**src/tlf_cfg.svh**
```systemverilog
// offsets, field positions and reset values of the tx lane flag bank
`ifndef TLF_CFG_SVH
`define TLF_CFG_SVH

// apb geometry: word index = paddr[11:2], byte address = 4 * index
`define TLF_ADDR_W 12
`define TLF_IDX_W 10
`define TLF_DATA_W 32
`define TLF_LANES 8
`define TLF_GROUPS 6

// latched flag bytes, read only clear on read (word indices)
`define TLF_IDX_TX_FAILURE 10'h087
`define TLF_IDX_TX_INPUT_LOSS 10'h088
`define TLF_IDX_TX_LOCK_LOSS 10'h089
`define TLF_IDX_TX_EQUALISER_FAIL 10'h08a
`define TLF_IDX_TX_POWER_HIGH_ALARM 10'h08b
`define TLF_IDX_TX_POWER_LOW_ALARM 10'h08c

// mask bytes, one per flag byte, read/write (word indices)
`define TLF_IDX_MASK_BASE 10'h0a0
// advertisement byte, read only
`define TLF_IDX_ADVERT 10'h0a8
// live condition bytes, one per flag byte, read only
`define TLF_IDX_LIVE_BASE 10'h0b0

// advertisement bit positions
`define TLF_ADV_TX_FAILURE 0
`define TLF_ADV_TX_INPUT_LOSS 1
`define TLF_ADV_TX_LOCK_LOSS 2
`define TLF_ADV_TX_EQUALISER_FAIL 3
`define TLF_ADV_TX_POWER_ALARM 4
`define TLF_ADV_W 5
`define TLF_ADV_DEFAULT 5'h1f

// reset values
`define TLF_FLAG_RESET 8'h00
`define TLF_MASK_RESET 8'h00
`define TLF_SYNC_RESET 1'b0

`endif

```
**src/tlf_pkg.sv**
```systemverilog
// types shared by the tx lane flag bank
package tlf_pkg;

  typedef logic [7:0] tlf_byte_type;

  // per lane raw conditions, one byte per flag group; group 0 in low bits
  typedef struct packed {
    tlf_byte_type tx_power_low_alarm_flag;
    tlf_byte_type tx_power_high_alarm_flag;
    tlf_byte_type tx_equaliser_fail_flag;
    tlf_byte_type tx_lock_loss_flag;
    tlf_byte_type tx_input_loss_flag;
    tlf_byte_type tx_failure_flag;
  } tlf_lanes_type;

  // register classes reached by the apb decode
  typedef enum logic [4:0] {
    TLF_SEL_NONE = 5'b00001,
    TLF_SEL_FLAG = 5'b00010,
    TLF_SEL_MASK = 5'b00100,
    TLF_SEL_ADV = 5'b01000,
    TLF_SEL_LIVE = 5'b10000
  } tlf_sel_type;

endpackage

```
**src/tlf_sync.sv**
```systemverilog
// three flop synchroniser with agreement filter, one lane per bit
`timescale 1ns/1ns
`include "tlf_cfg.svh"

module tlf_sync #(
  parameter int W = 48
) (
  input wire logic ref_clk, // system clock
  input wire logic rst_n, // async reset, active low
  input wire logic [W-1:0] async_in, // levels from outside the domain
  output logic [W-1:0] sync_q // filtered level
);

  genvar i;
  generate
    for (i = 0; i < W; i = i + 1)
    begin : g_bit
      logic s1_q;
      logic s2_q;
      logic s3_q;
      logic out_q;
      logic out_d;

      // a change counts only when the second and third stage agree
      always_comb
      begin
        out_d = (s2_q == s3_q) ? s2_q : out_q;
      end

      // stage registers; first stage feeds only the second
      always_ff @(posedge ref_clk or negedge rst_n)
      begin
        if (!rst_n)
        begin
          s1_q <= `TLF_SYNC_RESET;
          s2_q <= `TLF_SYNC_RESET;
          s3_q <= `TLF_SYNC_RESET;
          out_q <= `TLF_SYNC_RESET;
        end
        else
        begin
          s1_q <= async_in[i];
          s2_q <= s1_q;
          s3_q <= s2_q;
          out_q <= out_d;
        end
      end

      assign sync_q[i] = out_q;
    end
  endgenerate

endmodule // tlf_sync

```
**src/tlf_flag_byte.sv**
```systemverilog
// one byte of latched per lane flags, cleared when read
`timescale 1ns/1ns
`include "tlf_cfg.svh"

module tlf_flag_byte #(
  parameter int LANES = 8
) (
  input wire logic ref_clk, // system clock
  input wire logic rst_n, // async reset, active low
  input wire logic supported, // group is advertised
  input wire logic [LANES-1:0] cond, // live condition per lane
  input wire logic rd_clear, // host read of this byte completes
  output logic [LANES-1:0] flags_q // latched flags
);

  logic [LANES-1:0] flag_q;
  logic [LANES-1:0] flag_d;

  // latch events; a set in the clearing cycle wins over the clear
  always_comb
  begin
    if (!supported)
    begin
      flag_d = '0;
    end
    else
    begin
      flag_d = (flag_q & ~{LANES{rd_clear}}) | cond;
    end
  end

  // flag storage
  always_ff @(posedge ref_clk or negedge rst_n)
  begin
    if (!rst_n)
    begin
      flag_q <= LANES'(`TLF_FLAG_RESET);
    end
    else
    begin
      flag_q <= flag_d;
    end
  end

  assign flags_q = flag_q;

endmodule // tlf_flag_byte

```
**src/tlf_flags.sv**
```systemverilog
// tx lane latched flag bank with apb register access
`timescale 1ns/1ns
`include "tlf_cfg.svh"

module tlf_flags #(
  parameter int LANES = `TLF_LANES,
  parameter logic [`TLF_ADV_W-1:0] ADVERT = `TLF_ADV_DEFAULT
) (
  input wire logic ref_clk, // system clock, 100 MHz
  input wire logic rst_n, // async reset, active low
  input wire logic [`TLF_ADDR_W-1:0] paddr, // apb byte address
  input wire logic psel, // apb select
  input wire logic penable, // apb access phase
  input wire logic pwrite, // apb direction, high for write
  input wire logic [`TLF_DATA_W-1:0] pwdata, // apb write data
  input wire logic [3:0] pstrb, // apb byte strobes
  output logic [`TLF_DATA_W-1:0] prdata, // apb read data
  output logic pready, // apb ready
  output logic pslverr, // apb error
  input tlf_pkg::tlf_lanes_type tx_cond, // raw per lane conditions
  output logic flag_pending // some unmasked flag is set
);

  localparam int G = `TLF_GROUPS;

  // synchronised conditions, one byte per group
  tlf_pkg::tlf_lanes_type cond_sync;
  logic [G-1:0][7:0] cond_arr;
  logic [G-1:0][LANES-1:0] flags;
  logic [G-1:0] supported;
  logic [G-1:0] rd_clear;
  logic [G-1:0][LANES-1:0] next_set;

  // mask bytes
  logic [G-1:0][7:0] mask_q;
  logic [G-1:0][7:0] mask_d;

  // bus answer registers
  logic [`TLF_DATA_W-1:0] rdata_q;
  logic [`TLF_DATA_W-1:0] rdata_d;
  logic ready_q;
  logic ready_d;
  logic err_q;
  logic err_d;
  logic pending_q;
  logic pending_d;

  // decode results
  logic [`TLF_IDX_W-1:0] idx;
  logic [`TLF_IDX_W-1:0] flag_off;
  logic [`TLF_IDX_W-1:0] mask_off;
  logic [`TLF_IDX_W-1:0] live_off;
  tlf_pkg::tlf_sel_type sel;
  logic [2:0] grp;
  tlf_pkg::tlf_sel_type sel_q;
  tlf_pkg::tlf_sel_type sel_d;
  logic [2:0] grp_q;
  logic [2:0] grp_d;
  logic setup;
  logic access_done;

  // level inputs come from outside the clock domain
  tlf_sync #(
    .W(G * 8)
  ) u_sync (
    .ref_clk(ref_clk),
    .rst_n(rst_n),
    .async_in(tx_cond),
    .sync_q(cond_sync)
  );

  assign cond_arr = cond_sync;

  // advertisement bit of each group; both power alarms share one bit
  always_comb
  begin
    supported = '0;
    supported[0] = ADVERT[`TLF_ADV_TX_FAILURE];
    supported[1] = ADVERT[`TLF_ADV_TX_INPUT_LOSS];
    supported[2] = ADVERT[`TLF_ADV_TX_LOCK_LOSS];
    supported[3] = ADVERT[`TLF_ADV_TX_EQUALISER_FAIL];
    supported[4] = ADVERT[`TLF_ADV_TX_POWER_ALARM];
    supported[5] = ADVERT[`TLF_ADV_TX_POWER_ALARM];
  end

  // one latched flag byte per group, lane n in bit n-1
  genvar g;
  generate
    for (g = 0; g < G; g = g + 1)
    begin : g_grp
      tlf_flag_byte #(
        .LANES(LANES)
      ) u_byte (
        .ref_clk(ref_clk),
        .rst_n(rst_n),
        .supported(supported[g]),
        .cond(cond_arr[g][LANES-1:0]),
        .rd_clear(rd_clear[g]),
        .flags_q(flags[g])
      );

      // bits that latch at the coming edge while no clear is due
      assign next_set[g] = supported[g] ? cond_arr[g][LANES-1:0] : '0;
    end
  endgenerate

  // word index and offsets into each register class
  always_comb
  begin
    idx = paddr[`TLF_ADDR_W-1:2];
    flag_off = idx - `TLF_IDX_TX_FAILURE;
    mask_off = idx - `TLF_IDX_MASK_BASE;
    live_off = idx - `TLF_IDX_LIVE_BASE;
  end

  // classify the addressed register
  always_comb
  begin
    sel = tlf_pkg::TLF_SEL_NONE;
    grp = 3'h0;
    if (flag_off < 10'(G))
    begin
      sel = tlf_pkg::TLF_SEL_FLAG;
      grp = flag_off[2:0];
    end
    else if (mask_off < 10'(G))
    begin
      sel = tlf_pkg::TLF_SEL_MASK;
      grp = mask_off[2:0];
    end
    else if (idx == `TLF_IDX_ADVERT)
    begin
      sel = tlf_pkg::TLF_SEL_ADV;
    end
    else if (live_off < 10'(G))
    begin
      sel = tlf_pkg::TLF_SEL_LIVE;
      grp = live_off[2:0];
    end
  end

  // setup phase is where the answer is prepared
  always_comb
  begin
    setup = psel & ~penable;
    access_done = psel & penable & ready_q;
  end

  // keep the setup decode, so the access acts on the byte reported
  always_comb
  begin
    sel_d = sel_q;
    grp_d = grp_q;
    if (setup)
    begin
      sel_d = sel;
      grp_d = grp;
    end
  end

  // read data and error are registered during setup
  always_comb
  begin
    rdata_d = rdata_q;
    err_d = err_q;
    if (setup)
    begin
      rdata_d = '0;
      err_d = 1'b0;
      case (sel)
        tlf_pkg::TLF_SEL_FLAG:
        begin
          // bits latching at this edge are reported too, so the clear
          // at the end of the access never drops an unreported event
          rdata_d[LANES-1:0] = flags[grp] | next_set[grp];
          err_d = pwrite; // flag bytes are read only
        end
        tlf_pkg::TLF_SEL_MASK:
        begin
          rdata_d[7:0] = mask_q[grp];
        end
        tlf_pkg::TLF_SEL_ADV:
        begin
          rdata_d[`TLF_ADV_W-1:0] = ADVERT;
          err_d = pwrite;
        end
        tlf_pkg::TLF_SEL_LIVE:
        begin
          rdata_d[7:0] = supported[grp] ? cond_arr[grp] : 8'h00;
          err_d = pwrite;
        end
        default:
        begin
          err_d = 1'b1; // unmapped address
        end
      endcase
    end
  end

  // no wait state: ready rises in the first access cycle after setup
  always_comb
  begin
    ready_d = setup;
  end

  // a completed read of a flag byte clears it
  always_comb
  begin
    rd_clear = '0;
    if (access_done && !pwrite && sel_q == tlf_pkg::TLF_SEL_FLAG)
    begin
      rd_clear[grp_q] = 1'b1;
    end
  end

  // mask writes take effect at the completing edge, lane 0 strobe
  always_comb
  begin
    mask_d = mask_q;
    if (access_done && pwrite && sel_q == tlf_pkg::TLF_SEL_MASK
        && pstrb[0])
    begin
      mask_d[grp_q] = pwdata[7:0];
    end
  end

  // any flag whose mask bit is clear raises the pending level
  always_comb
  begin
    pending_d = 1'b0;
    for (int k = 0; k < G; k++)
    begin
      pending_d = pending_d | (|(flags[k] & ~mask_q[k][LANES-1:0]));
    end
  end

  // read data and error registers
  always_ff @(posedge ref_clk or negedge rst_n)
  begin
    if (!rst_n)
    begin
      rdata_q <= '0;
      err_q <= 1'b0;
    end
    else
    begin
      rdata_q <= rdata_d;
      err_q <= err_d;
    end
  end

  // ready register
  always_ff @(posedge ref_clk or negedge rst_n)
  begin
    if (!rst_n)
    begin
      ready_q <= 1'b0;
    end
    else
    begin
      ready_q <= ready_d;
    end
  end

  // decode registers, loaded at setup
  always_ff @(posedge ref_clk or negedge rst_n)
  begin
    if (!rst_n)
    begin
      sel_q <= tlf_pkg::TLF_SEL_NONE;
      grp_q <= 3'h0;
    end
    else
    begin
      sel_q <= sel_d;
      grp_q <= grp_d;
    end
  end

  // mask registers
  always_ff @(posedge ref_clk or negedge rst_n)
  begin
    if (!rst_n)
    begin
      mask_q <= {G{`TLF_MASK_RESET}};
    end
    else
    begin
      mask_q <= mask_d;
    end
  end

  // pending register
  always_ff @(posedge ref_clk or negedge rst_n)
  begin
    if (!rst_n)
    begin
      pending_q <= 1'b0;
    end
    else
    begin
      pending_q <= pending_d;
    end
  end

  // outputs straight from flops
  assign prdata = rdata_q;
  assign pready = ready_q;
  assign pslverr = err_q;
  assign flag_pending = pending_q;

endmodule // tlf_flags

```
**config.mk**
```make
export PLATFORM = sky130hd
export DESIGN_NAME = tlf_flags
export DESIGN_NICKNAME = d
export VERILOG_FILES = /design/src/tlf_pkg.sv /design/src/tlf_sync.sv /design/src/tlf_flag_byte.sv /design/src/tlf_flags.sv
export VERILOG_INCLUDE_DIRS = /design/src
export SDC_FILE = /design/constraint.sdc
export NUM_CORES = 1
export LEC_CHECK = 0
export BUFFER_PORTS_ARGS = -buffer_cell sky130_fd_sc_hd__buf_2
export CAP_MARGIN = 0
export CORE_UTILIZATION = 54
export DETAILED_ROUTE_END_ITERATION = 10
export GPL_TIMING_DRIVEN = 0
export PLACE_DENSITY_LB_ADDON = 0.08
export SYNTH_ARGS = -nofsm -noshare
export SYNTH_HDL_FRONTEND = slang
export SYNTH_SLANG_ARGS = --single-unit
```
**constraint.sdc**
```tcl
create_clock -name ref_clk -period 3.2 [get_ports ref_clk]
set_clock_uncertainty 0.2 [all_clocks]
set_input_delay 0.64 -clock ref_clk [delete_from_list [all_inputs] [get_ports ref_clk]]
set_output_delay 0.64 -clock ref_clk [all_outputs]
set_load 0.005 [all_outputs]
```
Yosys cells after proc, flatten, opt, wreduce, memory -nomap -nowiden. Memories as Yosys holds them, arrays and structs flattened. Index checks and enable logic that the tools add are counted.

Add/subtract/negate cells: 3. Magnitude comparators: 6. Equality and inequality tests: 55. Mux-type cells: 25. Bitwise logic cells: 40. Reduce and logical (&&, ||, !) cells: 14.

Operators with widths (count): 8-bit bitwise AND (12); 8-bit NOT (12); 8-bit binary-select mux with 3-bit select (3); 8-bit bitwise OR (7); 48-bit bitwise mux (1); 1-bit == test (48); 8-bit OR reduction (6); 8-bit two-way mux (5); 10-bit by 3-bit < comparator with 1-bit output (second input constant) (3); 10-bit by 8-bit subtractor with 10-bit output (second input constant) (3); 8-bit demux with 3-bit select (1); 5-bit two-way mux (4); 5-bit one-hot mux with 4 select lines (1); 3-bit two-way mux (4); 10-bit by 8-bit == test with 1-bit output (second input constant) (1); 5-bit by 2-bit == test with 1-bit output (second input constant) (2); 5-bit by 3-bit == test with 1-bit output (second input constant) (2); 3-bit one-hot mux with 3 select lines (1); 3-bit by 4-bit < comparator with 1-bit output (second input constant) (2); 1-bit logical AND (6); 6-bit two-way mux (1); 5-bit by 4-bit == test with 1-bit output (second input constant) (1); 5-bit == test (second input constant) (1); 1-bit bitwise OR (5); other kinds (8) (11).

Register bits after elaboration: 307. Bits in read-only memories: 8. Input port bits: 101. Output and inout port bits: 35. Word-level logic and storage cells: 354. Memories: 1.

Memory list: (name not given) (words 8, bits a word 1, rd ports 1, clocked after Yosys merged registers in 0, wr ports 0, RTL line tlf_flags.sv:189) `rdata_d[7:0] = supported[grp] ? cond_arr[grp] : 8'h00;`.

Depth between registers and ports, before layout.
Depth in word-level cells: 10. Gate-level depth with buffers: 14. Gate-level depth less buffers: 10.

Hierarchy. From an unflattened synthesis, not the netlist that was laid out.

Cells, all modules: 1022. Area, all modules: 12330.6 um^2.

By module, submodules not included: tlf_sync (instances 1, cells each 288, area each 5705.5 um^2, seq. area each 4804.6 um^2); tlf_flags (instances 1, cells each 584, area each 4733.3 um^2, seq. area each 1677.9 um^2); tlf_flag_byte (instances 6, cells each 25, area each 315.3 um^2, seq. area each 200.2 um^2).

Worst setup path before layout. No wires, ideal clock.

Path type: input-to-reg. Start point: input port paddr[2]. End point: register rdata_q[0], in the netlist prdata[0]. Setup time: 0.138 ns. Arrival: 3.246 ns. Data required time: 2.862 ns. Slack: -0.384 ns. Stages: 12. Path buffers: 3. Cells stage by stage: buf_2 clkbuf_1 inv_1 ha_1 a211o_1 nor4_4 a22o_1 buf_2 mux2i_1 o21ai_0 a211oi_1 o211ai_1.

Cells in the longest elaborated chain, start to end: 10. Elaborated cells on any way between the ends: 30.

Ends and longest elaborated chain: start: declaration (RTL line tlf_flags.sv:11) `` input wire logic [`TLF_ADDR_W-1:0] paddr, ``; 10-bit by 8-bit subtractor with 10-bit output (no line); 10-bit by 3-bit < comparator with 1-bit output (RTL line tlf_flags.sv:135) `else if (live_off < 10'(G))`; 3-bit two-way mux (RTL line tlf_flags.sv:135); 3-bit two-way mux (RTL line tlf_flags.sv:131) `` else if (idx == `TLF_IDX_ADVERT) ``; 3-bit two-way mux (RTL line tlf_flags.sv:126) `else if (mask_off < 10'(G))`; 3-bit two-way mux (RTL line tlf_flags.sv:121) `if (flag_off < 10'(G))`; memory read 8 x 1 bit (tied with other cells); 1-bit two-way mux (implied by the code) (tied with other cells) (RTL line tlf_flags.sv:189); 8-bit two-way mux / 8-bit bitwise OR (equally long branches) (RTL line tlf_flags.sv:189, tlf_flags.sv:175); 5-bit one-hot mux with 4 select lines (*) (RTL line tlf_flags.sv:170) `case (sel)`; end signal: assignment (RTL line tlf_flags.sv:247) `rdata_q <= rdata_d;`; end: declaration (RTL line tlf_flags.sv:39) `` logic [`TLF_DATA_W-1:0] rdata_q; ``.

Every way passes the cells marked *; elsewhere a longest branch is shown, timed or not. The select of a mux whose other input is x is not followed. A chain may end at the register's enable or synchronous reset.

Worst setup path in the final report.
Start point: input port paddr[2]. End point: register rdata_q[2], in the netlist prdata[2].

Same word-level chain as after synthesis.

==> run summary <==
status: finished clean
top library cells by usage in the layout, fill and taps aside: 306 x dfrtp_1, 103 x nand2_1, 87 x buf_2
routed vias/inst: 5.59
stage delay of the slowest cell on the critical path: 330 ps
Max IR drop VDD: 0.000578 V
Die Wd: 149 um
worst-case headroom to the max-slew limit: 47.0%
total number of clock tree sinks: 307
Async SR Flop Fraction: 100%
power consumption: 0.00826 W
fmax: 0.326 GHz
Detailed Route WL: 28300 um
endpoint class of the critical path: register
Worst setup SP type: input pin
maximum capacitance violations: 0
area taken by flip-flops and latches: 7680 um2
power per cell area: 579 nW/um2
largest net degree at the start of global routing: 116
crit-path max FO: 10
routability congestion estimate: 0.933
Area Overhead vs Synth: 23.0%
root buffer cell: clkbuf_16
number of antenna cells inserted: 0
filler cell count in the final layout: 1572
data required time at the worst endpoint: 3460 ps
crit share post-route: 95.9%
total routing usage reported by global routing: 26.7%
Final setup violation count: 0
effective utilization at floorplan: 55.2%
total number of vias: 7769
H-tree level count: 1
synthesized flop and latch total: 307
total cell area at the placement stage: 12600 um2
worst min-delay path class: in -> reg
Synth Warn #: 0
post-synthesis instance area: 11600 um2
synth unique cells: 51
CP Data Arrival Time: 3330 ps
WS Path Type: in -> reg
Wirelength per Cell: 20.4 um
clock tree from TritonCTS: yes
number of enable flip-flop cells after synthesis: 0
Hold WS: 11.6 ps
Residual DRC: 0
top-level I/O count: 136
violation count after the first detailed-routing iteration: 641
sequential cell area fraction in the yosys report: 66.3%
final number of hold-violating endpoints: 0
count of input and output buffers: 81
clock latency reported for the late side of the worst-skew pair: 550 ps
reported leakage power: 6.52 nW
Core Area: 21000 um2
layout cell share with drive strength beyond 1: 21.0%
syn_area_per_cell: 13.0 um2
wire length of the first global-routing pass: 43800 um
CP max-delay cell: a211o_1
Main synth FF type: dfrtp_1
Cells after DPL: 1275
final std cell area, no fill: 14300 um2
number of buffers on the longest clock path: 3
via count of the first global-routing pass: 7667
First-pass DRT Iterations: 7
crit-path most repeated cell: buf_6
count of nets left with antenna violations after detail routing: 0
FP Rows: 53
RSZ-0062 raised after global routing: false
post-layout minimum cycle time: 3070 ps
clock-pin transition on the worst setup and hold timing paths: 60 ps
fin nets: 1197
area of the die: 22100 um2
Chip Height: 149 um
synthesized netlist cell count: 893
number of slew-limit violations in the final report: 0
number of buffers added by the clock tree synthesis step: 30
antenna violations before repair: 0
transition time of the tightest slew-check pin: 791 ps
commonest non-fill, non-tap cell in the layout: dfrtp_1
Non-Filler Instances: 1389
list of cells traversed by the critical path: buf_2, buf_6, buf_8, inv_4, ha_4, a211o_1, nor4_4, buf_6, mux2i_1, o211ai_4, buf_4, buf_6, o211ai_1, nand4_1, o211ai_1
Final HPWL DP: 19400 um
leftover overflow at the end of global routing: 0
Multi-input gate area: 3510 um2
==> stage by stage <==
stage	util, %	setup TNS, ps	setup slack (ps)
after floorplan	-	0	2.47
after global placement	59.3	-1319190	-4310
after detailed placement	59.7	-8720	-960
after CTS	67.3	0	10.5
after global routing	67.8	0	1.62
final	67.8	0	131
==> sequential cells by signal, summed over array words and instances (netlist names) <==
register,flops
u_sync.g_bit.s1_q,48
flag_pending,1
g_grp.u_byte.flags_q,48
u_sync.g_bit.s2_q,48
u_sync.g_bit.s3_q,48
pslverr,1
prdata,8
mask_q,48
pready,1
u_sync.g_bit.out_q,48
grp_q,3
sel_q,5
==> cells in the mapped netlist, types with 2 or more instances <==
cell	n	area share, %
or2_2	2	0.11
o22ai_1	17	0.92
a21boi_0	2	0.13
inv_1	58	1.9
a32oi_1	8	0.60
and3_1	2	0.11
nand3_1	28	1.2
and4b_1	2	0.17
nor3b_1	4	0.26
nand2b_1	3	0.16
a21o_1	51	3.3
o211ai_1	26	1.7
clkbuf_1	11	0.36
a211oi_1	5	0.32
nor2_1	12	0.39
buf_4	27	1.7
a21oi_1	7	0.30
a221oi_1	16	1.2
nand4b_1	3	0.23
nand4_1	15	0.81
and2_0	2	0.11
mux2i_1	30	2.6
nand2_1	103	3.3
o21ai_0	23	0.99
maj3_1	48	4.1
buf_6	4	0.39
xor2_1	3	0.23
or3_1	2	0.11
nor4b_1	3	0.23
ha_1	4	0.43
nor2b_1	6	0.32
mux2_2	33	3.2
o21ai_1	2	0.086
dfrtp_1	306	66
buf_2	9	0.39
==> metal layers <==
metal  GRT usage, %  vias up  wire length, um  share of wire, %
met1           37.7     3907            12300                43
li1               -     3489                -                 -
met3           5.28       62             2100               7.4
met2           41.6      311            13000                46
met5              0        -                0                 0
met4           9.59        0              931               3.3
==> logic make-up (layout without fill, tap and decap cells) <==
logic type | after synthesis | in the layout | share of synthesized area [%]
mux | 65 | 65 | 6.01
fa+ha+maj | 52 | 52 | 4.58
flops | 307 | 307 | 66.3
compound gates | 165 | 165 | 10.2
other cells | 1 | 24 | 0.0323
simple gates | 190 | 190 | 7.87
xor+xnor | 3 | 3 | 0.227
buf+inv | 110 | 308 | 4.79
==> path summary, 6_finish.rpt <==
| check | start | end | slack, ps | depth (start not counted) |
|---|---|---|---|---|
| setup / recovery | paddr[2] | prdata[2]$_DFFE_PN0P_ | 130 | 15 |
| hold / removal | tx_cond[12] | u_sync.g_bit[12].s1_q$_DFF_PN0_ | 10 | 1 |
| setup reg to reg | sel_q[3]$_DFFE_PN0P_ | g_grp[5].u_byte.flags_q[6]$_DFF_PN0_ | 250 | 5 |
| hold reg to reg | u_sync.g_bit[0].s1_q$_DFF_PN0_ | u_sync.g_bit[0].s2_q$_DFF_PN0_ | 140 | 0 |
| max in group asynchronous | rst_n | u_sync.g_bit[46].out_q$_DFFE_PN0N_ | 1230 | 4 |
| min in group asynchronous | rst_n | u_sync.g_bit[12].s1_q$_DFF_PN0_ | 360 | 2 |
==> worst max-delay path: cells and delay by family <==
family                     cells  cell delay [ps]
AOI/OAI and AO/OA              4              780
adders and majority gates      1              210
buffers and inverters          7              960
and+or+nand+nor                2              430
muxes                          1              300
==> repair_timing <==
action                                  CTS  global route
gates cloned                              0             0
resized for setup                         4            14
setup buffers                             5             7
pin swaps                                 1             3
hold buffers                             47             1
endpoints found under the setup margin    8             8
hold endpoints to repair                 82             1
==> layout make-up <==
cell class,instances,share of cell area [%]
flip-flops and latches,307,53.9
clock inverters,10,1.27
well taps,275,2.41
plain buffers,52,2.61
clock buffers,44,6.13
multi-input cells,499,24.6
inverters,58,1.54
repair buffers,144,7.52
==> report_power, final <==
part	switching (W)	internal, W
clock	0.00140	0.00229
combinational	0.000226	0.000196
sequential	0.000102	0.00404
total	0.00173	0.00653
Note: power is estimated with default switching activity, not from simulation.
